===== config.mk =====
export PLATFORM = sky130hd
export DESIGN_NAME = calendar_window_alarm_trim
export DESIGN_NICKNAME = d
export VERILOG_FILES = /design/src/cal_pkg.sv /design/src/trim_prescaler.sv /design/src/calendar_window_alarm_trim.sv
export SDC_FILE = /design/constraint.sdc
export NUM_CORES = 1
export LEC_CHECK = 0
export ABC_CLOCK_PERIOD_IN_PS = 3900
export BUFFER_PORTS_ARGS = -buffer_cell sky130_fd_sc_hd__buf_2
export CORE_MARGIN = 3
export CORE_UTILIZATION = 25
export DETAILED_ROUTE_END_ITERATION = 10
export SLEW_MARGIN = 40
export SYNTH_ARGS = -nofsm -noshare
export SYNTH_HDL_FRONTEND = slang
export SYNTH_HIERARCHICAL = 1
export SYNTH_SLANG_ARGS = --single-unit

===== constraint.sdc =====
create_clock -name clock -period 3.9 [get_ports clock]
set_input_delay 0.39 -clock clock [delete_from_list [all_inputs] [get_ports clock]]
set_output_delay 0.39 -clock clock [all_outputs]
set_load 0.01 [all_outputs]

===== src/cal_pkg.sv =====
// Purpose: constants shared by the calendar window, trim and alarm block
// Assumes: 125 MHz system clock, 32.768 kHz calendar clock arriving on a pin
// Notes:   times are BCD bytes; pointers are two bits
//
// Overview of operation
// - time window pointer picks min/sec, weekday/hours, month/day or year-only pair
// - time window high byte access decrements its pointer, holding at 00
// - alarm pointer picks min/sec, weekday/hours, month/day; code 11 maps nothing
// - alarm window high byte access decrements alarm pointer, holding at 00
// - once a minute the timer shifts by signed trim times four pulses
// - negative trim adds pulses per minute, positive trim removes them
// - an issued alarm clears enable unless endless repeat or count nonzero
// - four-bit interval select picks half second up to yearly period
// - yearly alarm fires each year, except a February 29 date
// - zero count without endless gives one alarm; FFh gives 255 repeats
// - each alarm decrements count; at 00 one last alarm then disable
// - endless repeat keeps alarm on; count wraps to FF
// - every alarm event raises an interrupt request
// - alarm pulse toggles per event, half alarm rate, even duty for half-second and one-second intervals
// - pin select 00 drives alarm pulse, else the one-second clock
// - alarm works in low-power modes and raises a wake request
// - unlock bit set accepted only within one instruction cycle of key
// - time window writes ignored while unlock bit clear

package cal_pkg;
    // ==========================================
    // timing
    localparam int CLK_PERIOD_NS     = 8;
    localparam int UNLOCK_WINDOW_NS  = 32;
    localparam int UNLOCK_WINDOW_CYC = (UNLOCK_WINDOW_NS / CLK_PERIOD_NS < 1) ? 1
                                       : UNLOCK_WINDOW_NS / CLK_PERIOD_NS;
    localparam int HALF_SEC_PULSES   = 16384;
    localparam int ROLL_WIN_PULSES   = 32;
    localparam int TRIM_SHIFT        = 2;
    // ==========================================
    // codes
    localparam logic [7:0] KEY_FIRST  = 8'h55;
    localparam logic [7:0] KEY_SECOND = 8'haa;
    localparam logic [1:0] PTR_MINSEC = 2'h0;
    localparam logic [1:0] PTR_WDHR   = 2'h1;
    localparam logic [1:0] PTR_MONDAY = 2'h2;
    localparam logic [1:0] PTR_YEAR   = 2'h3;
    localparam logic [1:0] PIN_ALARM  = 2'h0;
    localparam logic [3:0] IV_HALF    = 4'h0;
    localparam logic [3:0] IV_SEC     = 4'h1;
    localparam logic [3:0] IV_10SEC   = 4'h2;
    localparam logic [3:0] IV_MIN     = 4'h3;
    localparam logic [3:0] IV_10MIN   = 4'h4;
    localparam logic [3:0] IV_HOUR    = 4'h5;
    localparam logic [3:0] IV_DAY     = 4'h6;
    localparam logic [3:0] IV_WEEK    = 4'h7;
    localparam logic [3:0] IV_MONTH   = 4'h8;
    localparam logic [3:0] IV_YEAR    = 4'h9;
    localparam logic [7:0] RPT_WRAP   = 8'hff;
    // ==========================================
    // reset values and bcd limits
    localparam logic [7:0] RST_DAY    = 8'h01;
    localparam logic [7:0] RST_MONTH  = 8'h01;
    localparam logic [7:0] RST_ZERO   = 8'h00;
    localparam logic [7:0] BCD_59     = 8'h59;
    localparam logic [7:0] BCD_23     = 8'h23;
    localparam logic [7:0] BCD_WD_MAX = 8'h06;
    localparam logic [7:0] BCD_12     = 8'h12;
    localparam logic [7:0] BCD_99     = 8'h99;

    typedef enum logic [1:0] {KEY_IDLE, KEY_GOT_FIRST, KEY_OPEN} key_state_t;
endpackage : cal_pkg


===== src/trim_prescaler.sv =====
// Purpose: half-second prescaler on the calendar clock with per-minute trim
// Assumes: cal_clk_pin is asynchronous to clock
// Notes:   trim loads a signed start value at the end of each minute
`timescale 1ns/10ps
module trim_prescaler
    import cal_pkg::*;
#(
    parameter int HALF_PULSES = HALF_SEC_PULSES
) (
    input  wire logic       clock,
    input  wire logic       srst,
    input  wire logic       cal_clk_pin,
    input  wire logic       run,
    input  wire logic       clear,
    input  wire logic       minute_last,
    input  wire logic [7:0] trim,
    output logic            half_tick_q,
    output logic            sec_tick_q,
    output logic            half_phase_q,
    output logic            rollover_q
);
    // ==========================================
    // pin synchroniser and edge
    logic               s1_q;
    logic               s2_q;
    logic               s3_q;
    logic signed [16:0] cnt_q;
    wire                pulse    = s2_q & ~s3_q;
    wire                at_end   = (cnt_q == 17'(HALF_PULSES - 1));
    wire                advance  = run & pulse;
    wire signed [16:0]  trim_ext = {{7{trim[7]}}, trim, 2'b00};
    wire signed [16:0]  restart  = (half_phase_q & minute_last) ? trim_ext : '0;
    wire                near_end = cnt_q >= 17'(HALF_PULSES - ROLL_WIN_PULSES);

    always_ff @(posedge clock) begin
        if (srst) begin
            s1_q <= 1'b0;
            s2_q <= 1'b0;
            s3_q <= 1'b0;
        end else begin
            s1_q <= cal_clk_pin;
            s2_q <= s1_q;
            s3_q <= s2_q;
        end
    end

    // ==========================================
    // counter: start above zero removes pulses, below zero adds them
    always_ff @(posedge clock) begin
        if (srst || clear) begin
            cnt_q        <= '0;
            half_phase_q <= 1'b0;
        end else if (advance && at_end) begin
            cnt_q        <= restart;
            half_phase_q <= ~half_phase_q;
        end else if (advance) begin
            cnt_q <= cnt_q + 17'sd1;
        end
    end

    always_ff @(posedge clock) begin
        if (srst) begin
            half_tick_q <= 1'b0;
            sec_tick_q  <= 1'b0;
            rollover_q  <= 1'b0;
        end else begin
            half_tick_q <= advance & at_end & ~clear;
            sec_tick_q  <= advance & at_end & half_phase_q & ~clear;
            rollover_q  <= run & half_phase_q & near_end;
        end
    end
endmodule : trim_prescaler


===== src/calendar_window_alarm_trim.sv =====
// Purpose: pointer windows, write lock, drift trim and alarm of the calendar clock
// Assumes: cpu strobes are one-cycle pulses on clock; calendar clock on a pin
// Notes:   read data are captured on the read strobe's edge
`timescale 1ns/10ps
module calendar_window_alarm_trim
    import cal_pkg::*;
#(
    parameter int HALF_PULSES = HALF_SEC_PULSES
) (
    input  wire logic       clock,
    input  wire logic       srst,
    input  wire logic       cal_clk_pin,
    input  wire logic       timer_enable,
    input  wire logic       key_wr,
    input  wire logic [7:0] key_wdata,
    input  wire logic       unlock_wr,
    input  wire logic       unlock_wdata,
    input  wire logic       time_ptr_wr,
    input  wire logic [1:0] time_ptr_wdata,
    input  wire logic       time_hi_wr,
    input  wire logic       time_lo_wr,
    input  wire logic       time_hi_rd,
    input  wire logic       time_lo_rd,
    input  wire logic [7:0] time_wdata,
    input  wire logic       alarm_ptr_wr,
    input  wire logic [1:0] alarm_ptr_wdata,
    input  wire logic       alarm_hi_wr,
    input  wire logic       alarm_lo_wr,
    input  wire logic       alarm_hi_rd,
    input  wire logic       alarm_lo_rd,
    input  wire logic [7:0] alarm_wdata,
    input  wire logic       alarm_cfg_wr,
    input  wire logic       cfg_enable,
    input  wire logic       cfg_endless,
    input  wire logic [3:0] cfg_interval,
    input  wire logic       repeat_wr,
    input  wire logic [7:0] repeat_wdata,
    input  wire logic       trim_wr,
    input  wire logic [7:0] trim_wdata,
    input  wire logic       pin_sel_wr,
    input  wire logic [1:0] pin_sel_wdata,
    output logic            timer_write_unlock_q,
    output logic [1:0]      time_window_pointer_q,
    output logic [1:0]      alarm_window_pointer_q,
    output logic [7:0]      time_window_high_q,
    output logic [7:0]      time_window_low_q,
    output logic [7:0]      alarm_window_high_q,
    output logic [7:0]      alarm_window_low_q,
    output logic            alarm_enable_bit_q,
    output logic            endless_repeat_q,
    output logic [3:0]      alarm_interval_select_q,
    output logic [7:0]      alarm_repeat_count_q,
    output logic [7:0]      drift_trim_value_q,
    output logic [1:0]      output_pin_select_q,
    output logic            rollover_pending_flag,
    output logic            half_sec_phase,
    output logic            alarm_irq_q,
    output logic            wake_req_q,
    output logic            alarm_pulse_q,
    output logic            cal_out_pin_q
);
    // ==========================================
    // bcd helpers
    function automatic logic [7:0] bcd_inc(input logic [7:0] v);
        bcd_inc = (v[3:0] == 4'h9) ? {v[7:4] + 4'h1, 4'h0} : {v[7:4], v[3:0] + 4'h1};
    endfunction : bcd_inc

    function automatic logic [7:0] month_days(input logic [7:0] m, input logic [7:0] y);
        logic leap;
        leap = y[4] ? (y[3:0] == 4'h2 || y[3:0] == 4'h6)
                    : (y[3:0] == 4'h0 || y[3:0] == 4'h4 || y[3:0] == 4'h8);
        if (m == 8'h02)
            month_days = leap ? 8'h29 : 8'h28;
        else if (m == 8'h04 || m == 8'h06 || m == 8'h09 || m == 8'h11)
            month_days = 8'h30;
        else
            month_days = 8'h31;
    endfunction : month_days

    // ==========================================
    // state
    logic [7:0] sec_q, min_q, hr_q, wd_q, day_q, mon_q, yr_q;
    logic [7:0] asec_q, amin_q, ahr_q, awd_q, aday_q, amon_q;
    key_state_t key_q;
    logic [7:0] win_cnt_q;
    logic       chk_q;
    logic       half_tick;
    logic       sec_tick;

    // ==========================================
    // prescaler with trim
    trim_prescaler #(.HALF_PULSES(HALF_PULSES)) u_presc (
        .clock       (clock),
        .srst        (srst),
        .cal_clk_pin (cal_clk_pin),
        .run         (timer_enable),
        .clear       (time_lo_wr && timer_write_unlock_q && time_window_pointer_q == PTR_MINSEC),
        .minute_last (sec_q == BCD_59),
        .trim        (drift_trim_value_q),
        .half_tick_q (half_tick),
        .sec_tick_q  (sec_tick),
        .half_phase_q(half_sec_phase),
        .rollover_q  (rollover_pending_flag)
    );

    // ==========================================
    // unlock key sequence
    wire key_ok     = key_q == KEY_OPEN;
    wire unlock_set = unlock_wr & unlock_wdata & key_ok;

    always_ff @(posedge clock) begin
        if (srst) begin
            key_q     <= KEY_IDLE;
            win_cnt_q <= '0;
        end else begin
            case (key_q)
                KEY_IDLE: begin
                    if (key_wr && key_wdata == KEY_FIRST)
                        key_q <= KEY_GOT_FIRST;
                end
                KEY_GOT_FIRST: begin
                    if (key_wr && key_wdata == KEY_SECOND) begin
                        key_q     <= KEY_OPEN;
                        win_cnt_q <= 8'(UNLOCK_WINDOW_CYC - 1);
                    end else if (key_wr) begin
                        key_q <= KEY_IDLE;
                    end
                end
                default: begin
                    if (win_cnt_q == 8'h00 || unlock_wr || key_wr)
                        key_q <= KEY_IDLE;
                    else
                        win_cnt_q <= win_cnt_q - 8'h01;
                end
            endcase
        end
    end

    always_ff @(posedge clock) begin
        if (srst)
            timer_write_unlock_q <= 1'b0;
        else if (unlock_wr)
            timer_write_unlock_q <= unlock_set;
    end

    // ==========================================
    // window pointers
    wire tp_dec = (time_hi_wr | time_hi_rd) && time_window_pointer_q != PTR_MINSEC;
    wire ap_dec = (alarm_hi_wr | alarm_hi_rd) && alarm_window_pointer_q != PTR_MINSEC;

    always_ff @(posedge clock) begin
        if (srst) begin
            time_window_pointer_q  <= PTR_MINSEC;
            alarm_window_pointer_q <= PTR_MINSEC;
        end else begin
            if (time_ptr_wr)
                time_window_pointer_q <= time_ptr_wdata;
            else if (tp_dec)
                time_window_pointer_q <= time_window_pointer_q - 2'h1;
            if (alarm_ptr_wr)
                alarm_window_pointer_q <= alarm_ptr_wdata;
            else if (ap_dec)
                alarm_window_pointer_q <= alarm_window_pointer_q - 2'h1;
        end
    end

    // ==========================================
    // window read muxes
    wire [1:0] tp = time_window_pointer_q;
    wire [1:0] ap = alarm_window_pointer_q;
    wire [7:0] t_hi = (tp == PTR_MINSEC) ? min_q : (tp == PTR_WDHR) ? wd_q
                    : (tp == PTR_MONDAY) ? mon_q : 8'h00;
    wire [7:0] t_lo = (tp == PTR_MINSEC) ? sec_q : (tp == PTR_WDHR) ? hr_q
                    : (tp == PTR_MONDAY) ? day_q : yr_q;
    wire [7:0] a_hi = (ap == PTR_MINSEC) ? amin_q : (ap == PTR_WDHR) ? awd_q
                    : (ap == PTR_MONDAY) ? amon_q : 8'h00;
    wire [7:0] a_lo = (ap == PTR_MINSEC) ? asec_q : (ap == PTR_WDHR) ? ahr_q
                    : (ap == PTR_MONDAY) ? aday_q : 8'h00;

    always_ff @(posedge clock) begin
        if (srst) begin
            time_window_high_q  <= '0;
            time_window_low_q   <= '0;
            alarm_window_high_q <= '0;
            alarm_window_low_q  <= '0;
        end else begin
            if (time_hi_rd)  time_window_high_q  <= t_hi;
            if (time_lo_rd)  time_window_low_q   <= t_lo;
            if (alarm_hi_rd) alarm_window_high_q <= a_hi;
            if (alarm_lo_rd) alarm_window_low_q  <= a_lo;
        end
    end

    // ==========================================
    // time registers: window write wins over counting
    wire tw_hi = time_hi_wr & timer_write_unlock_q;
    wire tw_lo = time_lo_wr & timer_write_unlock_q;
    wire c_min = sec_tick & (sec_q == BCD_59);
    wire c_hr  = c_min & (min_q == BCD_59);
    wire c_day = c_hr & (hr_q == BCD_23);
    wire c_mon = c_day & (day_q == month_days(mon_q, yr_q));
    wire c_yr  = c_mon & (mon_q == BCD_12);

    always_ff @(posedge clock) begin
        if (srst) begin
            {sec_q, min_q, hr_q, wd_q, yr_q} <= {5{RST_ZERO}};
            day_q <= RST_DAY;
            mon_q <= RST_MONTH;
        end else begin
            if (tw_lo && tp == PTR_MINSEC) sec_q <= time_wdata;
            else if (sec_tick) sec_q <= c_min ? RST_ZERO : bcd_inc(sec_q);
            if (tw_hi && tp == PTR_MINSEC) min_q <= time_wdata;
            else if (c_min) min_q <= c_hr ? RST_ZERO : bcd_inc(min_q);
            if (tw_lo && tp == PTR_WDHR) hr_q <= time_wdata;
            else if (c_hr) hr_q <= c_day ? RST_ZERO : bcd_inc(hr_q);
            if (tw_hi && tp == PTR_WDHR) wd_q <= time_wdata;
            else if (c_day) wd_q <= (wd_q == BCD_WD_MAX) ? RST_ZERO : bcd_inc(wd_q);
            if (tw_lo && tp == PTR_MONDAY) day_q <= time_wdata;
            else if (c_day) day_q <= c_mon ? RST_DAY : bcd_inc(day_q);
            if (tw_hi && tp == PTR_MONDAY) mon_q <= time_wdata;
            else if (c_mon) mon_q <= c_yr ? RST_MONTH : bcd_inc(mon_q);
            if (tw_lo && tp == PTR_YEAR) yr_q <= time_wdata;
            else if (c_yr) yr_q <= (yr_q == BCD_99) ? RST_ZERO : bcd_inc(yr_q);
        end
    end

    // ==========================================
    // alarm value registers
    always_ff @(posedge clock) begin
        if (srst) begin
            {asec_q, amin_q, ahr_q, awd_q} <= {4{RST_ZERO}};
            aday_q <= RST_DAY;
            amon_q <= RST_MONTH;
        end else begin
            if (alarm_lo_wr && ap == PTR_MINSEC) asec_q <= alarm_wdata;
            if (alarm_hi_wr && ap == PTR_MINSEC) amin_q <= alarm_wdata;
            if (alarm_lo_wr && ap == PTR_WDHR)   ahr_q  <= alarm_wdata;
            if (alarm_hi_wr && ap == PTR_WDHR)   awd_q  <= alarm_wdata;
            if (alarm_lo_wr && ap == PTR_MONDAY) aday_q <= alarm_wdata;
            if (alarm_hi_wr && ap == PTR_MONDAY) amon_q <= alarm_wdata;
        end
    end

    // ==========================================
    // masked digit compare
    wire [3:0] iv    = alarm_interval_select_q;
    wire m_s1  = sec_q[3:0] == asec_q[3:0];
    wire m_s   = m_s1 && sec_q[7:4] == asec_q[7:4];
    wire m_m1  = m_s && min_q[3:0] == amin_q[3:0];
    wire m_m   = m_m1 && min_q[7:4] == amin_q[7:4];
    wire m_h   = m_m && hr_q == ahr_q;
    wire m_dm  = m_h && day_q == aday_q;
    wire match = (iv == IV_HALF)  ? 1'b1
               : (iv == IV_SEC)   ? ~half_sec_phase
               : (iv == IV_10SEC) ? m_s1
               : (iv == IV_MIN)   ? m_s
               : (iv == IV_10MIN) ? m_m1
               : (iv == IV_HOUR)  ? m_m
               : (iv == IV_DAY)   ? m_h
               : (iv == IV_WEEK)  ? (m_h && wd_q == awd_q)
               : (iv == IV_MONTH) ? m_dm
               : (iv == IV_YEAR)  ? (m_dm && mon_q == amon_q)
               : 1'b0;
    wire event_now = chk_q & alarm_enable_bit_q & match;
    wire last_one  = alarm_repeat_count_q == 8'h00;

    // ==========================================
    // alarm control
    always_ff @(posedge clock) begin
        if (srst) begin
            chk_q                   <= 1'b0;
            alarm_enable_bit_q      <= 1'b0;
            endless_repeat_q        <= 1'b0;
            alarm_interval_select_q <= IV_HALF;
            alarm_repeat_count_q    <= RST_ZERO;
            drift_trim_value_q      <= RST_ZERO;
            output_pin_select_q     <= PIN_ALARM;
        end else begin
            chk_q <= half_tick;
            if (alarm_cfg_wr) begin
                alarm_enable_bit_q      <= cfg_enable;
                endless_repeat_q        <= cfg_endless;
                alarm_interval_select_q <= cfg_interval;
            end else if (event_now && last_one && !endless_repeat_q) begin
                alarm_enable_bit_q <= 1'b0;
            end
            if (repeat_wr)
                alarm_repeat_count_q <= repeat_wdata;
            else if (event_now && (!last_one || endless_repeat_q))
                alarm_repeat_count_q <= alarm_repeat_count_q - 8'h01;
            if (trim_wr)
                drift_trim_value_q <= trim_wdata;
            if (pin_sel_wr)
                output_pin_select_q <= pin_sel_wdata;
        end
    end

    // ==========================================
    // interrupt, wake, alarm pulse and pin
    always_ff @(posedge clock) begin
        if (srst) begin
            alarm_irq_q   <= 1'b0;
            wake_req_q    <= 1'b0;
            alarm_pulse_q <= 1'b0;
            cal_out_pin_q <= 1'b0;
        end else begin
            alarm_irq_q   <= event_now;
            wake_req_q    <= event_now;
            if (event_now)
                alarm_pulse_q <= ~alarm_pulse_q;
            cal_out_pin_q <= (output_pin_select_q == PIN_ALARM) ? alarm_pulse_q
                                                                : ~half_sec_phase;
        end
    end
endmodule : calendar_window_alarm_trim


; ---- Yosys cells after proc, flatten, opt, wreduce, memory -nomap -nowiden
; Index checks and enable logic that the tools add are counted.
; Widths: inputs -> output; s select.
[word_totals]
out_inout_bits = 67
ff_bits = 203
in_bits = 73
elab_cells = 303
[classes]
n_eq_ne = 54
n_addsub = 19
reduce_logical = 81
n_mux = 74
n_bitwise = 27
order_cmp = 1
[op_table]
columns = op, n
row1 = $mux 8, 44
row2 = $add 4x1->4 const B, 14
row3 = $mux 17, 3
row4 = $eq 4x4->1 const B, 10
row5 = $eq 8x8->1, 5
row6 = $logic_and 1x1->1, 30
row7 = $reduce_bool 2->1, 14
row8 = $eq 4x3->1 const B, 6
row9 = $eq 8x3->1 const B, 3
row10 = $eq 8x7->1 const B, 3
row11 = $reduce_bool 3->1, 8
row12 = $and 1x1->1, 20
row13 = $add 17x2->17 const B, 1
row14 = $eq 17x15->1 const B, 1
row15 = $ge 17x15->1 const B, 1
row16 = $eq 4x4->1, 4
row17 = $eq 8x5->1 const B, 2
row18 = $eq 8x8->1 const B, 2
row19 = $logic_not 8->1, 2
row20 = $mux 1, 16
row21 = $mux 2, 8
row22 = $pmux 8 s2, 1
row23 = $sub 8x1->8 const B, 2
row24 = $reduce_and 2->1, 7
row25 = 20 further kinds, 49

; ---- Logic depth before layout (Yosys ltp)
[logic_depth]
depth_word = 22
depth_mapped = 11
ltp_nobuf = 10

; ---- Modules after synthesis
; Netlist, hierarchy kept.
[modules_own_cells]
columns = module, n_inst, seq_area_each_um2, cells_each, area_per_inst_um2
row1 = calendar_window_alarm_trim, 1, 3583.4, 1280, 9915.8
row2 = trim_prescaler, 1, 480.5, 145, 1217.4

; ---- Least setup slack after synthesis
; OpenSTA, ideal clock, no wires.
[synth_path]
path_type = register to register
from = reg sec_q[0]
to = reg mon_q[4]
n_path_buf = 1
setup_ns = 0.084
slack_ns = 0.788
period_less_slack_ns = 3.112
t_arrival_ns = 3.027
required_ns = 3.816
stages_incl_launch_ff = 11
cell_sequence = dfxtp_1 ha_1 nand3b_4 or4_1 or4_4 or4_4 a21oi_4 buf_6 nand3_1 a21boi_1 o31ai_2
[synth_via]
elab_chain_len = 9
word_cells_on_any_way = 12
cone_classes = 1 x eq/ne / 3 x mux / 5 x bitwise / 3 x reduce/logical
[synth_lines]
columns = item, line
row1 = from (decl), calendar_window_alarm_trim.sv:82  ; logic [7:0] sec_q, min_q, hr_q, wd_q, day_q, mon_q, yr_q;
row2 = from (signal assigned), calendar_window_alarm_trim.sv:206  ; {sec_q, min_q, hr_q, wd_q, yr_q} <= {5{RST_ZERO}};
row3 = from (signal assigned), calendar_window_alarm_trim.sv:210  ; if (tw_lo && tp == PTR_MINSEC) sec_q <= time_wdata;
row4 = from (signal assigned), calendar_window_alarm_trim.sv:211  ; else if (sec_tick) sec_q <= c_min ? RST_ZERO : bcd_inc(sec_q);
row5 = $eq 8x7->1 (*), calendar_window_alarm_trim.sv:198  ; wire c_min = sec_tick & (sec_q == BCD_59);
row6 = $and 1x1->1 (*), calendar_window_alarm_trim.sv:198
row7 = $and 1x1->1 (*), calendar_window_alarm_trim.sv:199  ; wire c_hr = c_min & (min_q == BCD_59);
row8 = $and 1x1->1 (*), calendar_window_alarm_trim.sv:200  ; wire c_day = c_hr & (hr_q == BCD_23);
row9 = $and 1x1->1 (*), calendar_window_alarm_trim.sv:201  ; wire c_mon = c_day & (day_q == month_days(mon_q, yr_q));
row10 = $and 1x1->1, calendar_window_alarm_trim.sv:202  ; wire c_yr = c_mon & (mon_q == BCD_12);
row11 = $mux 8 (2 in series), calendar_window_alarm_trim.sv:221  ; else if (c_mon) mon_q <= c_yr ? RST_MONTH : bcd_inc(mon_q);
row12 = $mux 8, calendar_window_alarm_trim.sv:220  ; if (tw_hi && tp == PTR_MONDAY) mon_q <= time_wdata;
row13 = to (signal assigned), calendar_window_alarm_trim.sv:220
row14 = to (signal assigned), calendar_window_alarm_trim.sv:221
row15 = to (decl), calendar_window_alarm_trim.sv:82
; Every way passes the cells marked *; elsewhere a longest branch is shown, timed or not. The select of a mux whose other input is x is not followed.
; A chain may end at the register's enable or synchronous reset.

; ---- Worst setup path after layout
[layout_path]
from = reg sec_q[0]
to = reg yr_q[1]
[layout_via]
elab_chain_len = 7
[layout_lines]
columns = item, line
row1 = $eq 8x7->1, calendar_window_alarm_trim.sv:198
row2 = $and 1x1->1, calendar_window_alarm_trim.sv:198
row3 = $and 1x1->1, calendar_window_alarm_trim.sv:199
row4 = $and 1x1->1, calendar_window_alarm_trim.sv:200
row5 = $and 1x1->1, calendar_window_alarm_trim.sv:201
row6 = $and 1x1->1, calendar_window_alarm_trim.sv:202
row7 = $reduce_bool 2->1 (no line), -
row8 = to (signal assigned), calendar_window_alarm_trim.sv:206
row9 = to (signal assigned), calendar_window_alarm_trim.sv:222  ; if (tw_lo && tp == PTR_YEAR) yr_q <= time_wdata;
row10 = to (signal assigned), calendar_window_alarm_trim.sv:223  ; else if (c_yr) yr_q <= (yr_q == BCD_99) ? RST_ZERO : bcd_inc(yr_q);
row11 = to (decl), calendar_window_alarm_trim.sv:82
; Every way passes these cells.

==> summary.md <==
| Metric | Value |
|---|---|
| Clock buffer depth | `3` |
| Max Slew Vio Count | `0` |
| Fin cells | `2112` |
| Crit Path Category | `flop to flop` |
| Reg power frac | `0.447` |
| RSZ-0062 raised after global routing | `no` |
| Largest net degree at the start of global routing | `95` |
| Crit share post-route | `0.889` |
| P_leak | `5.05 nW` |
| Root buf cell | `clkbuf_16` |
| Layout area overhead | `17.4%` |
| Met1 wire length | `16900 microns` |
| WL final | `35400 microns` |
| GRT Total Usage | `0.144` |
| WP data required | `4.33 ns` |
| Post-route ant nets | `0` |
| Rows | `76` |
| Top FF cell, synth | `dfxtp_1` |
| Worst hold path class | `input pin to flop` |
| Count of flip-flops with a built-in enable after synthesis | `0` |
| Die width | `217 microns` |
| Endpoints failing setup | `0` |
| Initial antenna violation count | `0` |
| Post-Syn Area per Cell | `7.81 sq um` |
| Post-route DRC | `0` |
| Clock Skews | `0.0107 ns` |
| Synth Net Count | `1532` |
| Seq. cell area | `4060 sq um` |
| Skew-Pair Late Insertion Delay | `0.52 ns` |
| Total global routing overflow | `0` |
| CTS tree | `done` |
| Comb power frac | `0.117` |
| H-tree depth | `1` |
| Sw Pwr | `1.35 mW` |
| Ys async rst share | `0` |
| Drt first pass iters | `6` |
| Max reg flops | `17` |
| Max IR drop VDD | `302 uV` |
| Fmax | `288 MHz` |
| Num CTS Buffers | `23` |
| Total number of vias | `10.7k` |
| Die Y | `217 microns` |
| Fin area | `13100 sq um` |
| Max layer used | `met4` |
| Filler instances | `4718` |
| Pwr Density | `384 nW/um^2` |
| Drt wl/cell | `16.7 microns` |
| Avg Vias per Cell | `5.04` |
| Max-cap violations | `0` |
| Crit path launch type | `flop` |
| Outcome | `finished, final reports clean` |
| Initial Utilization | `0.256` |
| Area of the multi-input gates | `6570 sq um` |
| Final min period | `3.47 ns` |
| Met2 routed WL | `15100 microns` |
| Synthesized cell area | `11100 sq um` |
| Worst slew margin | `0.441` |
| Layout net count | `1621` |
| DP Wirelength | `26100 microns` |
| Vias in the first global route | `9732` |
| # port buffers | `139` |
| Clk pwr share | `0.436` |
| Seq/Total Area, Yosys | `0.365` |
| Int Power | `3.67 mW` |
| Metal3 WL | `2530 microns` |
| Synth Register Bits | `203` |
| Clock-pin slew on the worst setup and hold paths | `0.06 ns` |
| CORE AREA | `43600 sq um` |
| CP Data Arrival Time | `3.90 ns` |
| CTS Sinks | `203` |
| First DRT Iteration DRCs | `1081` |
| Sum Neg Setup Slack | `0 ns` |
| Switch share | `0.269` |
| CTS resizes | `0` |
| Yosys cell types | `78` |
| ANT cells | `0` |
| Biggest register | `u_presc/cnt_q` |
| Die area | `47100 sq um` |
| Placed Area | `12300 sq um` |
| Gate Count Post-Synth | `1425` |
| Gp weighted congestion | `0.857` |
| Boundary pin count | `140` |
| Critical path endpoint category | `flop` |
| First-pass GRT wire length | `54900 microns` |
| Placed cells | `2069` |
| Worst Path Max Fanout | `14` |
| Share of cells above drive strength 1 | `0.147` |
| Final hold violations | `0` |
| Synth warnings | `6` |
| Least-Margin Pin Slew | `0.831 ns` |
[worst max-delay path: stages, from the launching register on]
cell	delay [ns]
dfxtp_1	0.45
ha_1	0.27
nand3b_4	0.10
or4_1	0.52
or4_4	0.50
or4_4	0.54
a21oi_4	0.26
buf_4	0.25
nand3_1	0.11
mux2i_1	0.14
o31ai_1	0.22
[power by group through the flow]
stage | combinational, mW | clock (mW) | sequential (mW)
global placement | 0.575 | 0 | 2.29
detailed placement | 0.585 | 0 | 2.29
global route | 0.647 | 2.33 | 2.26
CTS | 0.588 | 2.25 | 2.24
floorplan | 0.369 | 0 | 2.27
finish | 0.586 | 2.19 | 2.24
[routing by layer]
metal | vias to the layer above | track usage
met1 | 5038 | 0.213
met2 | 357 | 0.217
met5 | - | 0
li1 | 5210 | -
met3 | 48 | 0.0240
met4 | 0 | 0.0337
[cell families (layout without fill, tap and decap cells)]
logic type / Yosys count / in the layout / synth area share
fa+ha+maj: 34 / 34 / 0.0382
compound gates: 322 / 322 / 0.178
xor+xnor: 79 / 79 / 0.0621
simple gates: 602 / 602 / 0.260
mux: 57 / 57 / 0.0514
buf+inv: 128 / 230 / 0.0453
flops: 203 / 203 / 0.365
[Yosys cell counts, types with 6 or more instances]
library cell	instances	area [sq um]
nor3b_1	6	45.0
nor2_1	189	709
xnor2_1	48	420
or2_2	7	43.8
nand4_1	17	106
nand3_1	95	475
o211ai_1	15	113
a31oi_1	16	100
clkbuf_1	82	308
and3_1	10	62.6
o21ai_0	72	360
a21oi_1	121	606
nor4b_1	7	61.3
mux2i_1	56	561
a22oi_1	14	105
xor2_1	31	272
nor4_1	13	81.3
ha_1	34	425
inv_1	35	131
nand2_1	162	608
dfxtp_1	203	4060
nor3_1	32	160
a211oi_1	33	248
nor2b_1	10	62.6
[through the flow]
step / hold WS [ns] / util / setup WS (ns) / total power [mW]
after floorplan: 0.414 / - / 0.788 / 2.64
after global placement: 0.418 / 0.282 / 0.372 / 2.86
after detailed placement: 0.434 / 0.282 / 0.292 / 2.87
after CTS: 0.0799 / 0.299 / 0.262 / 5.08
after global routing: 0.0980 / 0.300 / 0.199 / 5.23
final: 0.103 / 0.300 / 0.432 / 5.02
[cell type report]
class | instances | share of cell area
Tap cell | 585 | 0.0560
Timing Repair Buffer | 156 | 0.0635
Sequential cell | 203 | 0.311
Inverter | 36 | 0.0103
Clock inverter | 9 | 0.00995
Multi-Input combinational cell | 1094 | 0.503
Clock buffer | 29 | 0.0465
[timing repair]
item | in CTS | in global routing
buffers inserted | 0 | 5
hold buffers | 0 | 0
endpoints found under the setup margin | 0 | 1
[cells in the final DEF (no fill, tap or decap), types with 13 or more instances in the layout]
cell type / netlist / final
dfxtp_1: 203 / 203
nor2_1: 189 / 189
nand2_1: 162 / 162
buf_2: 1 / 138
a21oi_1: 121 / 121
nand3_1: 95 / 95
o21ai_0: 72 / 72
mux2i_1: 56 / 56
xnor2_1: 48 / 48
inv_1: 35 / 34
a211oi_1: 33 / 33
ha_1: 34 / 33
nor3_1: 32 / 32
xor2_1: 31 / 31
clkbuf_16: 0 / 23
nand4_1: 17 / 17
buf_4: 2 / 17
a31oi_1: 16 / 16
o211ai_1: 15 / 15
a22oi_1: 14 / 14
nor4_1: 13 / 13
[final timing paths]
path	endpoint	slack [ns]	from	cells past startpoint
min reg2reg	u_presc/s2_q$_SDFF_PP0_	0.44	u_presc/s1_q$_SDFF_PP0_	1
max	yr_q[1]$_SDFFE_PP0P_	0.43	sec_q[0]$_SDFFE_PP0P_	10
max reg2reg	yr_q[1]$_SDFFE_PP0P_	0.43	sec_q[0]$_SDFFE_PP0P_	10
min	u_presc/s1_q$_SDFF_PP0_	0.10	cal_clk_pin	2
Note: power is estimated with default switching activity, not from simulation.
